===== src/include/jip_defs.vh =====
// jip_defs.vh: constants for the boundary-scan instruction port.
// assumes a 25 MHz system clock; included by bare name.
`ifndef JIP_DEFS_VH
`define JIP_DEFS_VH
`define JIP_IR_W          8
`define JIP_OP_BYPASS     8'hFF
`define JIP_OP_EXTEST     8'h00
`define JIP_OP_SAMPLE     8'h01
`define JIP_OP_CLAMP      8'hFA
`define JIP_OP_HIGHZ      8'hFC
`define JIP_OP_IDCODE     8'hFE
`define JIP_OP_USERCODE   8'hFD
`define JIP_OP_CONFIG     8'hEE
`define JIP_CAP_ISP_BIT   4
`define JIP_CAP_SEC_BIT   3
`define JIP_CAP_FIXED     2'b01
`define JIP_USERCODE_BLANK 32'hFFFF_FFFF
// arbitrary neutral identification value
`define JIP_IDCODE_VAL    32'h0000_0001
`define JIP_CLK_NS        40
`define JIP_CF_MIN_NS     300
`define JIP_CF_MAX_NS     500
// least time rounds up: ceil(300/40) = 8 cycles = 320 ns, within the 500 ns bound
`define JIP_CF_CYCLES     ((`JIP_CF_MIN_NS + `JIP_CLK_NS - 1) / `JIP_CLK_NS)
`endif


===== src/core/jip_tap.v =====
// jip_tap.v: test access port with 8-bit instruction register, bypass,
// id/user code registers, read-security and config-request pulse.
// assumes tck, tms, tdi, oe/reset pin arrive asynchronously; all sampled on clk_in.
// What this block does
// - eight-bit instruction register between tdi and tdo
// - capture status pattern, shift out lsb first
// - captured bit 4 shows programming mode
// - captured bit 3 shows read security
// - captured bits 1:0 always 01
// - decode bypass, extest, sample/preload codes
// - decode clamp, idcode and usercode codes
// - highz code floats all outputs together
// - config code pulses config-request pin low
// - programming over the four-wire chainable port
// - outputs floated or clamped while programming
// - programming requires oe/reset pin driven low
// - oe/reset low resets counter, floats data
// - security bit blocks readout of pattern
// - security inhibits read/verify, allows program/erase
// - only full erase or rst_in clears security bit
// - same port for scan and programming
// - blank usercode reads all ones
`include "jip_defs.vh"
module jip_tap (
  input  wire        clk_in,
  input  wire        rst_in,
  input  wire        tck_in,
  input  wire        tms_in,
  input  wire        tdi_in,
  input  wire        oe_reset_n_in,
  input  wire        isp_enter_in,
  input  wire        isp_exit_in,
  input  wire        sec_program_in,
  input  wire        full_erase_in,
  input  wire        usercode_load_in,
  input  wire [31:0] usercode_in,
  input  wire        read_req_in,
  input  wire        verify_req_in,
  output reg         tdo_out,
  output reg         tdo_oe_out,
  output reg         target_config_request_n_out,
  output reg         target_config_request_oe_out,
  output reg         outputs_highz_out,
  output reg         outputs_clamp_out,
  output reg         addr_reset_out,
  output reg         programming_mode_flag_out,
  output reg         read_security_out,
  output reg         read_grant_out,
  output reg         verify_grant_out,
  output reg  [7:0]  active_instr_out
);
  localparam [3:0] S_RESET = 4'h0, S_IDLE = 4'h1, S_DRSEL = 4'h2, S_DRCAP = 4'h3,
                   S_DRSH = 4'h4, S_DREX1 = 4'h5, S_DRPA = 4'h6, S_DREX2 = 4'h7,
                   S_DRUPD = 4'h8, S_IRSEL = 4'h9, S_IRCAP = 4'hA, S_IRSH = 4'hB,
                   S_IREX1 = 4'hC, S_IRPA = 4'hD, S_IREX2 = 4'hE, S_IRUPD = 4'hF;
  localparam [31:0] CF_CNT_FULL = `JIP_CF_CYCLES;
  localparam [3:0]  CF_CNT      = CF_CNT_FULL[3:0];

  // two-flop synchronisers; first stage read only by second stage
  reg [1:0] tck_s_q, tms_s_q, tdi_s_q, oe_s_q;
  reg       tck_d1_q;
  always @(posedge clk_in or posedge rst_in) begin
    if (rst_in) begin
      tck_s_q  <= 2'b00;
      tms_s_q  <= 2'b11;
      tdi_s_q  <= 2'b11;
      oe_s_q   <= 2'b11;
      tck_d1_q <= 1'b0;
    end else begin
      tck_s_q  <= {tck_s_q[0], tck_in};
      tms_s_q  <= {tms_s_q[0], tms_in};
      tdi_s_q  <= {tdi_s_q[0], tdi_in};
      oe_s_q   <= {oe_s_q[0], oe_reset_n_in};
      tck_d1_q <= tck_s_q[1];
    end
  end
  wire tck_rise = tck_s_q[1] & ~tck_d1_q;
  wire tck_fall = ~tck_s_q[1] & tck_d1_q;
  wire tms = tms_s_q[1];
  wire tdi = tdi_s_q[1];

  reg [3:0]  st_q;
  reg [3:0]  st_d;
  reg [7:0]  instr_shift_reg_q;
  reg [7:0]  instr_q;
  reg [31:0] dr_q;
  reg        byp_q;
  reg [31:0] usercode_q;
  reg        isp_q;
  reg        sec_q;
  reg [3:0]  cf_cnt_q;

  // standard tap state walk, one step per tck rising edge
  always @* begin
    case (st_q)
      S_RESET: st_d = tms ? S_RESET : S_IDLE;
      S_IDLE:  st_d = tms ? S_DRSEL : S_IDLE;
      S_DRSEL: st_d = tms ? S_IRSEL : S_DRCAP;
      S_DRCAP: st_d = tms ? S_DREX1 : S_DRSH;
      S_DRSH:  st_d = tms ? S_DREX1 : S_DRSH;
      S_DREX1: st_d = tms ? S_DRUPD : S_DRPA;
      S_DRPA:  st_d = tms ? S_DREX2 : S_DRPA;
      S_DREX2: st_d = tms ? S_DRUPD : S_DRSH;
      S_DRUPD: st_d = tms ? S_DRSEL : S_IDLE;
      S_IRSEL: st_d = tms ? S_RESET : S_IRCAP;
      S_IRCAP: st_d = tms ? S_IREX1 : S_IRSH;
      S_IRSH:  st_d = tms ? S_IREX1 : S_IRSH;
      S_IREX1: st_d = tms ? S_IRUPD : S_IRPA;
      S_IRPA:  st_d = tms ? S_IREX2 : S_IRPA;
      S_IREX2: st_d = tms ? S_IRUPD : S_IRSH;
      S_IRUPD: st_d = tms ? S_DRSEL : S_IDLE;
      default: st_d = S_RESET;
    endcase
  end

  // capture image: status only in bits 4 and 3
  wire [7:0] cap_pat = {3'b000, isp_q, sec_q, 1'b0, `JIP_CAP_FIXED};

  wire is_byp  = (instr_q == `JIP_OP_BYPASS);
  wire is_id   = (instr_q == `JIP_OP_IDCODE);
  wire is_uc   = (instr_q == `JIP_OP_USERCODE);
  wire is_clmp = (instr_q == `JIP_OP_CLAMP);
  wire is_hz   = (instr_q == `JIP_OP_HIGHZ);
  wire is_cfg  = (instr_q == `JIP_OP_CONFIG);
  wire is_bsr  = (instr_q == `JIP_OP_EXTEST) || (instr_q == `JIP_OP_SAMPLE);
  // boundary cells live outside; other codes fall back to one-bit bypass
  wire use_dr32 = is_id | is_uc;
  wire use_byp  = ~use_dr32;

  always @(posedge clk_in or posedge rst_in) begin
    if (rst_in) begin
      st_q              <= S_RESET;
      instr_shift_reg_q <= 8'h00;
      instr_q           <= `JIP_OP_IDCODE;
      dr_q              <= 32'h0000_0000;
      byp_q             <= 1'b0;
    end else if (tck_rise) begin
      st_q <= st_d;
      case (st_q)
        S_RESET: instr_q <= `JIP_OP_IDCODE;
        S_IRCAP: instr_shift_reg_q <= cap_pat;
        S_IRSH:  instr_shift_reg_q <= {tdi, instr_shift_reg_q[7:1]};
        S_IRUPD: instr_q <= instr_shift_reg_q;
        S_DRCAP: begin
          byp_q <= 1'b0;
          dr_q  <= is_id ? `JIP_IDCODE_VAL : usercode_q;
        end
        S_DRSH: begin
          byp_q <= tdi;
          dr_q  <= {tdi, dr_q[31:1]};
        end
        default: ;
      endcase
    end
  end

  // tdo changes on falling tck, driven only in shift states
  always @(posedge clk_in or posedge rst_in) begin
    if (rst_in) begin
      tdo_out    <= 1'b1;
      tdo_oe_out <= 1'b0;
    end else if (tck_fall) begin
      tdo_oe_out <= (st_q == S_IRSH) || (st_q == S_DRSH);
      if (st_q == S_IRSH)
        tdo_out <= instr_shift_reg_q[0];
      else if (st_q == S_DRSH)
        tdo_out <= use_byp ? byp_q : dr_q[0];
      else
        tdo_out <= 1'b1;
    end
  end

  // mode, security and usercode storage
  always @(posedge clk_in or posedge rst_in) begin
    if (rst_in) begin
      isp_q      <= 1'b0;
      sec_q      <= 1'b0;
      usercode_q <= `JIP_USERCODE_BLANK;
    end else begin
      // programming may only start with oe/reset held low
      if (isp_enter_in && !oe_s_q[1])
        isp_q <= 1'b1;
      else if (isp_exit_in)
        isp_q <= 1'b0;
      if (full_erase_in && isp_q) begin
        sec_q      <= 1'b0;
        usercode_q <= `JIP_USERCODE_BLANK;
      end else begin
        if (sec_program_in && isp_q)
          sec_q <= 1'b1;
        if (usercode_load_in && isp_q)
          usercode_q <= usercode_in;
      end
    end
  end

  // config pulse: counter started on entering run-idle with config loaded
  // the ir update edge still holds the old instruction, so look at the shifted code there
  wire cfg_fire = tck_rise && !tms &&
                  ((st_q == S_IRUPD && instr_shift_reg_q == `JIP_OP_CONFIG) ||
                   (st_q == S_DRUPD && is_cfg));
  always @(posedge clk_in or posedge rst_in) begin
    if (rst_in) begin
      cf_cnt_q                     <= 4'h0;
      // open-drain: level is always low, the enable alone makes the pulse
      target_config_request_n_out  <= 1'b0;
      target_config_request_oe_out <= 1'b0;
    end else begin
      if (cfg_fire)
        cf_cnt_q <= CF_CNT;
      else if (cf_cnt_q != 4'h0)
        cf_cnt_q <= cf_cnt_q - 4'h1;
      target_config_request_n_out  <= 1'b0;
      target_config_request_oe_out <= cfg_fire || (cf_cnt_q > 4'h1);
    end
  end

  always @(posedge clk_in or posedge rst_in) begin
    if (rst_in) begin
      outputs_highz_out         <= 1'b1;
      outputs_clamp_out         <= 1'b0;
      addr_reset_out            <= 1'b1;
      programming_mode_flag_out <= 1'b0;
      read_security_out         <= 1'b0;
      read_grant_out            <= 1'b0;
      verify_grant_out          <= 1'b0;
      active_instr_out          <= `JIP_OP_IDCODE;
    end else begin
      // clamp wins over the programming float; programming otherwise floats outputs
      outputs_clamp_out <= is_clmp;
      outputs_highz_out <= is_hz || !oe_s_q[1] || (isp_q && !is_clmp) || is_bsr;
      addr_reset_out    <= !oe_s_q[1];
      programming_mode_flag_out <= isp_q;
      read_security_out <= sec_q;
      read_grant_out    <= read_req_in && !sec_q;
      verify_grant_out  <= verify_req_in && !sec_q;
      active_instr_out  <= instr_q;
    end
  end
endmodule


===== config.mk =====
export PLATFORM = sky130hd
export DESIGN_NAME = jip_tap
export DESIGN_NICKNAME = d
export VERILOG_FILES = /design/src/core/jip_tap.v
export VERILOG_INCLUDE_DIRS = /design/src /design/src/include
export SDC_FILE = /design/constraint.sdc
export NUM_CORES = 1
export LEC_CHECK = 0
export BUFFER_PORTS_ARGS = -buffer_cell sky130_fd_sc_hd__buf_2
export CORE_MARGIN = 3
export CORE_UTILIZATION = 55
export CTS_BUF_LIST = sky130_fd_sc_hd__clkbuf_8
export CTS_CLUSTER_SIZE = 24
export DETAILED_ROUTE_END_ITERATION = 6
export PLACE_DENSITY = 0.78
export SYNTH_ARGS = -nofsm -noshare
export SYNTH_HDL_FRONTEND = slang
export SYNTH_SLANG_ARGS = --single-unit

===== constraint.sdc =====
create_clock -name clk_in -period 8.5 [get_ports clk_in]
set_input_delay 2.125 -clock clk_in [delete_from_list [all_inputs] [get_ports clk_in]]
set_output_delay 2.125 -clock clk_in [all_outputs]
set_load 0.01 [all_outputs]

==> impl_metrics.yaml, run 1 <==
status:
  outcome: "finished clean"
finish:
  stdcell_count: 596
  final_common_cell: "dfrtp_1"
  num_antenna_cells: 0
  n_fill_cell: 668
  area_growth_pct: 14.5
  nNetsFinal: 523
  fin_util_pct: 65.3
  final_cell_mix: "dfrtp_1 (63), buf_2 (62), dfstp_2 (55)"
  layout-drive-gt1-share_pct: 36.9
power:
  p_switching_w: 0.000717
  p_sw_share_pct: 35.4
  seqPwrFrac_pct: 44.0
  finalPower_w: 0.00203
  intPower_w: 0.00131
  ir_worst_vdd_uv: 188
  p_comb_share_pct: 30.1
  pwr_density_cell_mw_per_mm2: 354
  p_leak_nw: 2.47
  power_frac_clock_pct: 26.0
sta:
  hold_viol: 0
  skew_ps: 11.8
  hold_slack_ps: 349
  slew_violations: 0
  maxSlewHeadroom_pct: 16.6
  fin_tns_setup_ps: 0
  rsz0062_at_grt: "no"
  tightestPinTransition_ps: 1250
  fin_crit_sh_pct: 37.9
  max_freq_mhz: 310
  setup_viol: 0
  fin_crit_ps: 3230
min_path:
  hold_path_class: "reg2reg"
grt:
  grt.total_usage_pct: 20.5
  grt_max_degree: 88
  globalRoute.totalOverflow: 0
  grt_pass1_vias: 3476
  grt_pass1_wl_mm: 16.4
  antenna_found_initial: 0
yosys:
  async_reset_ff_share_pct: 100
  synth_top_area_share_pct: 31.5
  synth_top_area_cell: "dfrtp_1"
  postSynthCellCount: 421
  synth_seq_cells: 118
  synth_cell_types: 58
  syn_area_mm2: 0.00500
  synth_fp_nets: 469
  ys_top_cells_by_area: "dfrtp_1 (32%), dfstp_2 (29%), o22a_1 (6.8%)"
  syn_avg_cell_area_um2: 11.9
  yosys_warnings: 0
  ys_seq_area_share_pct: 60.4
  synth_ff_type: "dfrtp_1"
  synth-edff-count: 0
floorplanning:
  core_mm2: 0.00876
  die_h_um: 101
  fp-row-count: 34
  initial_utilization_pct: 57.1
  chipWidth_um: 101
  ios: 64
  dieArea_mm2: 0.0103
setup_path:
  critPathBufInv: 1
  cp.required_ps: 6380
  criticalPathCategory: "reg2out"
  critPathMaxFanout: 2
  critPathSlowestCell: "dfstp_2"
  max_stage_delay_ps: 550
  arrival_ps: 1100
  startpoint_type: "flip-flop"
  critPathCaptureType: "primary output"
  crit_family: "flip-flops"
  crit_chain: "buf_2"
clock_network:
  clock_latency_ps: 420
  ctsResizeCount: 0
  cts_buffers: 17
  clock_tree.root_cell: "clkbuf_8"
  htreeDepth: 4
  tritoncts: "built"
  clk_pin_slew_ps: 70
  cts_buffer_depth: 2
  clock-sinks: 118
  cts_hold_buf: 0
  post_cts_buffers: 0
drt:
  vias: 3472
  wire_per_inst_um: 16.2
  drcViolationCount: 0
  drt_wl_total_mm: 9.63
  drtPass1Iterations: 4
  postRouteAntennaNets: 0
  routed_via_density: 5.83
  dr.first_iter.drc_count: 212
place:
  hpwl_mm: 5.98
  dp.cells: 564
  globalplace.congestion: 0.816
  io_buffers: 62
flow_run:
  cap_violations: 0
-- metrics by stage --
| stage | area, um2 | worst slack (ps) |
|---|---|---|
| 6_report | 5730 | 5270 |
| 5_1_grt | 5730 | 5180 |
| 4_1_cts | 5730 | 5260 |
| 2_1_floorplan | 5000 | 3340 |
| 3_3_place_gp | 5310 | 4940 |
| 3_5_place_dp | 5310 | 4900 |
-- synthesized netlist by cell type, drive strengths merged (2+ instances only) --
cell type  number
nor3b           2
dfrtp          63
ha              3
xnor2           3
nor3            5
and3            2
a21oi          13
o21ai          45
nand2          48
nand2b          4
buf            17
or3b            3
a211o           2
nor2           10
o211ai          4
dfstp          55
clkbuf         16
or2             2
nand4b          3
nand4           5
o22a           39
a2111oi         2
nand3b          2
a22oi          30
nand3           2
or4             2
nor2b           7
mux2i           3
inv             8
-- logic make-up after synthesis --
group,count (synthesis),synth area share (%)
XOR/XNOR,4,0.701
buffers and inverters,41,4.40
AND/OR/NAND/NOR,104,10.9
AO/OA/AOI/OAI,146,21.9
adder cells (fa/ha/maj),3,0.751
flip-flops,118,60.4
other,1,0.0750
multiplexers,4,0.826
-- final timing paths --
path                                       from  depth (start not counted)              endpoint  slack [ps]
setup / recovery            tdo_out$_DFFE_PP1P_                          1               tdo_out        5270
hold / removal             tck_s_q[0]$_DFF_PP0_                          0  tck_s_q[1]$_DFF_PP0_         350
setup reg to reg            st_q[0]$_DFFE_PP0P_                          5  dr_q[31]$_DFFE_PP0P_        6230
hold reg to reg            tck_s_q[0]$_DFF_PP0_                          0  tck_s_q[1]$_DFF_PP0_         350
max in group asynchronous                rst_in                          3  dr_q[31]$_DFFE_PP0P_        5430
min in group asynchronous                rst_in                          2  dr_q[16]$_DFFE_PP0P_        1700
-- area by class of cell --
class | instances | area, um2 | share of cell area, %
clock buffer | 19 | 262 | 4.57
timing repair buffer | 68 | 355 | 6.21
sequential | 118 | 3020 | 52.8
inverter | 8 | 32.5 | 0.568
clock inverter | 13 | 155 | 2.71
tap | 108 | 135 | 2.36
multi-input combinational | 262 | 1760 | 30.8
-- flip-flops by register name, indices dropped and copies added, names as in the netlist, 2 cells and up --
| register | flops |
|---|---|
| active_instr_out | 8 |
| cf_cnt_q | 4 |
| dr_q | 32 |
| instr_q | 8 |
| instr_shift_reg_q | 8 |
| oe_s_q | 2 |
| st_q | 4 |
| tck_s_q | 2 |
| tdi_s_q | 2 |
| tms_s_q | 2 |
| usercode_q | 32 |
-- power groups by stage --
stage                     Clock [W]  Combinational, W  Sequential [W]
after floorplan                   0          0.000536        0.000831
after global placement            0          0.000585        0.000888
after detailed placement          0          0.000610        0.000898
after CTS                  0.000533          0.000615        0.000891
after global routing       0.000565          0.000695        0.000915
final                      0.000527          0.000609        0.000892
-- metal layers --
| metal | track usage (%) | wire (um) | up-vias | part of all wire (%) |
|---|---|---|---|---|
| li1 | - | - | 1650 | - |
| met1 | 27.6 | 4490 | 1720 | 47 |
| met2 | 32.4 | 4560 | 85 | 47 |
| met3 | 4.27 | 399 | 17 | 4.1 |
| met4 | 8.79 | 177 | 0 | 1.8 |
| met5 | 0 | 0 | - | 0 |
No activity file was read; power rests on OpenSTA's default activity.
==> run 2: changes to the inputs <==
Settings changed: CORE_UTILIZATION 55 to 54, PLACE_DENSITY 0.78 to 0.8.
Clock period 8.5 ns to 2.8 ns, I/O delays scaled along.
==> run 2 against run 1 <==
  * Wire length increased by 0.21%
  * Clock skew decreased by 2.4 ps
  * Sequential cell count unchanged
  * Worst hold slack got worse by 71 ps
  * First-iteration DRC count increased by 32%
  * Clock power increased to 2.7 times the previous value
  * Power increased to 3.0 times the previous value
  * Largest power group unchanged
  * Highest routed layer unchanged
==> impl_metrics.yaml, run 2 (same netlist as run 1, synthesis figures left out) <==
status:
  outcome: "finished clean"
power:
  intPower_w: 0.00386
  p_leak_nw: 2.47
  ir_worst_vdd_uv: 516
  seqPwrFrac_pct: 44.5
  p_switching_w: 0.00214
  p_sw_share_pct: 35.7
  pwr_density_cell_mw_per_mm2: 1050
  p_comb_share_pct: 31.6
  finalPower_w: 0.00601
  power_frac_clock_pct: 23.9
drt:
  routed_via_density: 5.78
  vias: 3450
  dr.first_iter.drc_count: 279
  drt_wl_total_mm: 9.65
  drcViolationCount: 0
  drtPass1Iterations: 5
  wire_per_inst_um: 16.2
  postRouteAntennaNets: 0
clock_network:
  cts_buffers: 17
  cts_buffer_depth: 2
  cts_hold_buf: 0
  clock_latency_ps: 430
  htreeDepth: 4
  clock-sinks: 118
  post_cts_buffers: 0
  clk_pin_slew_ps: 70
  ctsResizeCount: 0
  clock_tree.root_cell: "clkbuf_8"
  tritoncts: "built"
min_path:
  hold_path_class: "in2async"
sta:
  fin_crit_ps: 2190
  hold_slack_ps: 278
  slew_violations: 0
  maxSlewHeadroom_pct: 25.9
  setup_slack_ps: 608
  max_freq_mhz: 456
  skew_ps: 9.36
  fin_tns_setup_ps: 0
  setup_viol: 0
  hold_viol: 0
  fin_crit_sh_pct: 78.3
  rsz0062_at_grt: "no"
  tightestPinTransition_ps: 1110
finish:
  final_cell_mix: "dfrtp_1 (63), buf_2 (62), dfstp_2 (55)"
  area_growth_pct: 13.9
  layout-drive-gt1-share_pct: 36.2
  final_common_cell: "dfrtp_1"
  reg.largest.list: "dr_q (32), usercode_q (32)"
  nNetsFinal: 524
  num_antenna_cells: 0
grt:
  grt_pass1_wl_mm: 16.5
  grt_max_degree: 99
  grt.total_usage_pct: 20.4
  antenna_found_initial: 0
  grt_pass1_vias: 3455
  globalRoute.totalOverflow: 0
setup_path:
  critPathCaptureType: "flip-flop"
  r2r-start: "st_q[2]$_DFFE_PP0P_"
  critPathMaxFanout: 43
  startpoint_type: "flip-flop"
  criticalPathCategory: "reg2reg"
  max_stage_delay_ps: 640
  r2r_cells: 5
  critPathSlowestCell: "dfrtp_1"
  crit_chain: "or3b_1 > a211o_2 > buf_4 > nand2_1 > o21ai_2"
  cp.required_ps: 3100
  arrival_ps: 2490
  startpoint: "st_q[2]$_DFFE_PP0P_"
place:
  io_buffers: 62
  hpwl_mm: 6.35
  dpl_worst_slack_ps: 638
  globalplace.congestion: 0.824
floorplanning:
  core_mm2: 0.00885
  initial_utilization_pct: 56.5
  dieArea_mm2: 0.0105
  ios: 64
  die_h_um: 102
  fp-row-count: 34
  chipWidth_um: 102
flow_run:
  cap_violations: 0
[run 2: cell count changes in the layout (fill, tap and decap cells not counted)]
cell | previous run | this run
clkbuf_8 | 19 | 18
buf_12 | 0 | 1
clkinv_2 | 5 | 6
inv_4 | 1 | 0
bufinv_16 | 3 | 2
clkinv_4 | 2 | 0
inv_1 | 7 | 11
[run 2: per-layer routing]
| metal | part of all wire [%] | GRT usage [%] |
|---|---|---|
| met4 | 0.98 | 8.38 |
| met3 | 4.7 | 6.08 |
| met2 | 51 | 32.6 |
| met5 | 0 | 0 |
| met1 | 43 | 26.0 |
[run 2: power groups by stage]
stage          clock network, W  logic [W]  registers, W
6_report                0.00144    0.00190       0.00267
5_1_grt                 0.00155    0.00216       0.00275
4_1_cts                 0.00147    0.00193       0.00267
3_3_place_gp                  0    0.00180       0.00265
3_5_place_dp                  0    0.00191       0.00268
2_1_floorplan                 0    0.00163       0.00252
[run 2: final cells by class]
| type | instances | area, um2 |
|---|---|---|
| flip-flops and latches | 118 | 3020 |
| multi-input cells | 262 | 1760 |
| clock inverters | 14 | 120 |
| clock buffers | 18 | 248 |
| well taps | 108 | 135 |
| inverters | 8 | 33.8 |
| fillers | 694 | 3150 |
| repair buffers | 69 | 375 |
[run 2: worst paths after layout]
kind | end | slack [ps]
max | dr_q[17]$_DFFE_PP0P_ | 610
max reg2reg | dr_q[17]$_DFFE_PP0P_ | 610
min in group clk_in | tdi_s_q[1]$_DFF_PP1_ | 360
max in group asynchronous | oe_s_q[1]$_DFF_PP1_ | 1680
min reg2reg | tdi_s_q[1]$_DFF_PP1_ | 360
min | tck_s_q[0]$_DFF_PP0_ | 280
[run 2: metrics by stage]
stage | instance area [um2] | utilization [%] | instances
detailed placement | 5330 | 60.2 | 565
CTS | 5700 | 64.4 | 597
floorplan | 5000 | - | 421
finish | 5700 | 64.4 | 597
global route | 5700 | 64.4 | 597
global placement | 5330 | 60.2 | 565
[run 2: critical path: cells and delay by family (launching register included)]
kind,cells,cell delay [ps]
AOI/OAI and AO/OA,2,520
buffers and inverters,1,350
DFF,1,640
and+or+nand+nor,2,540
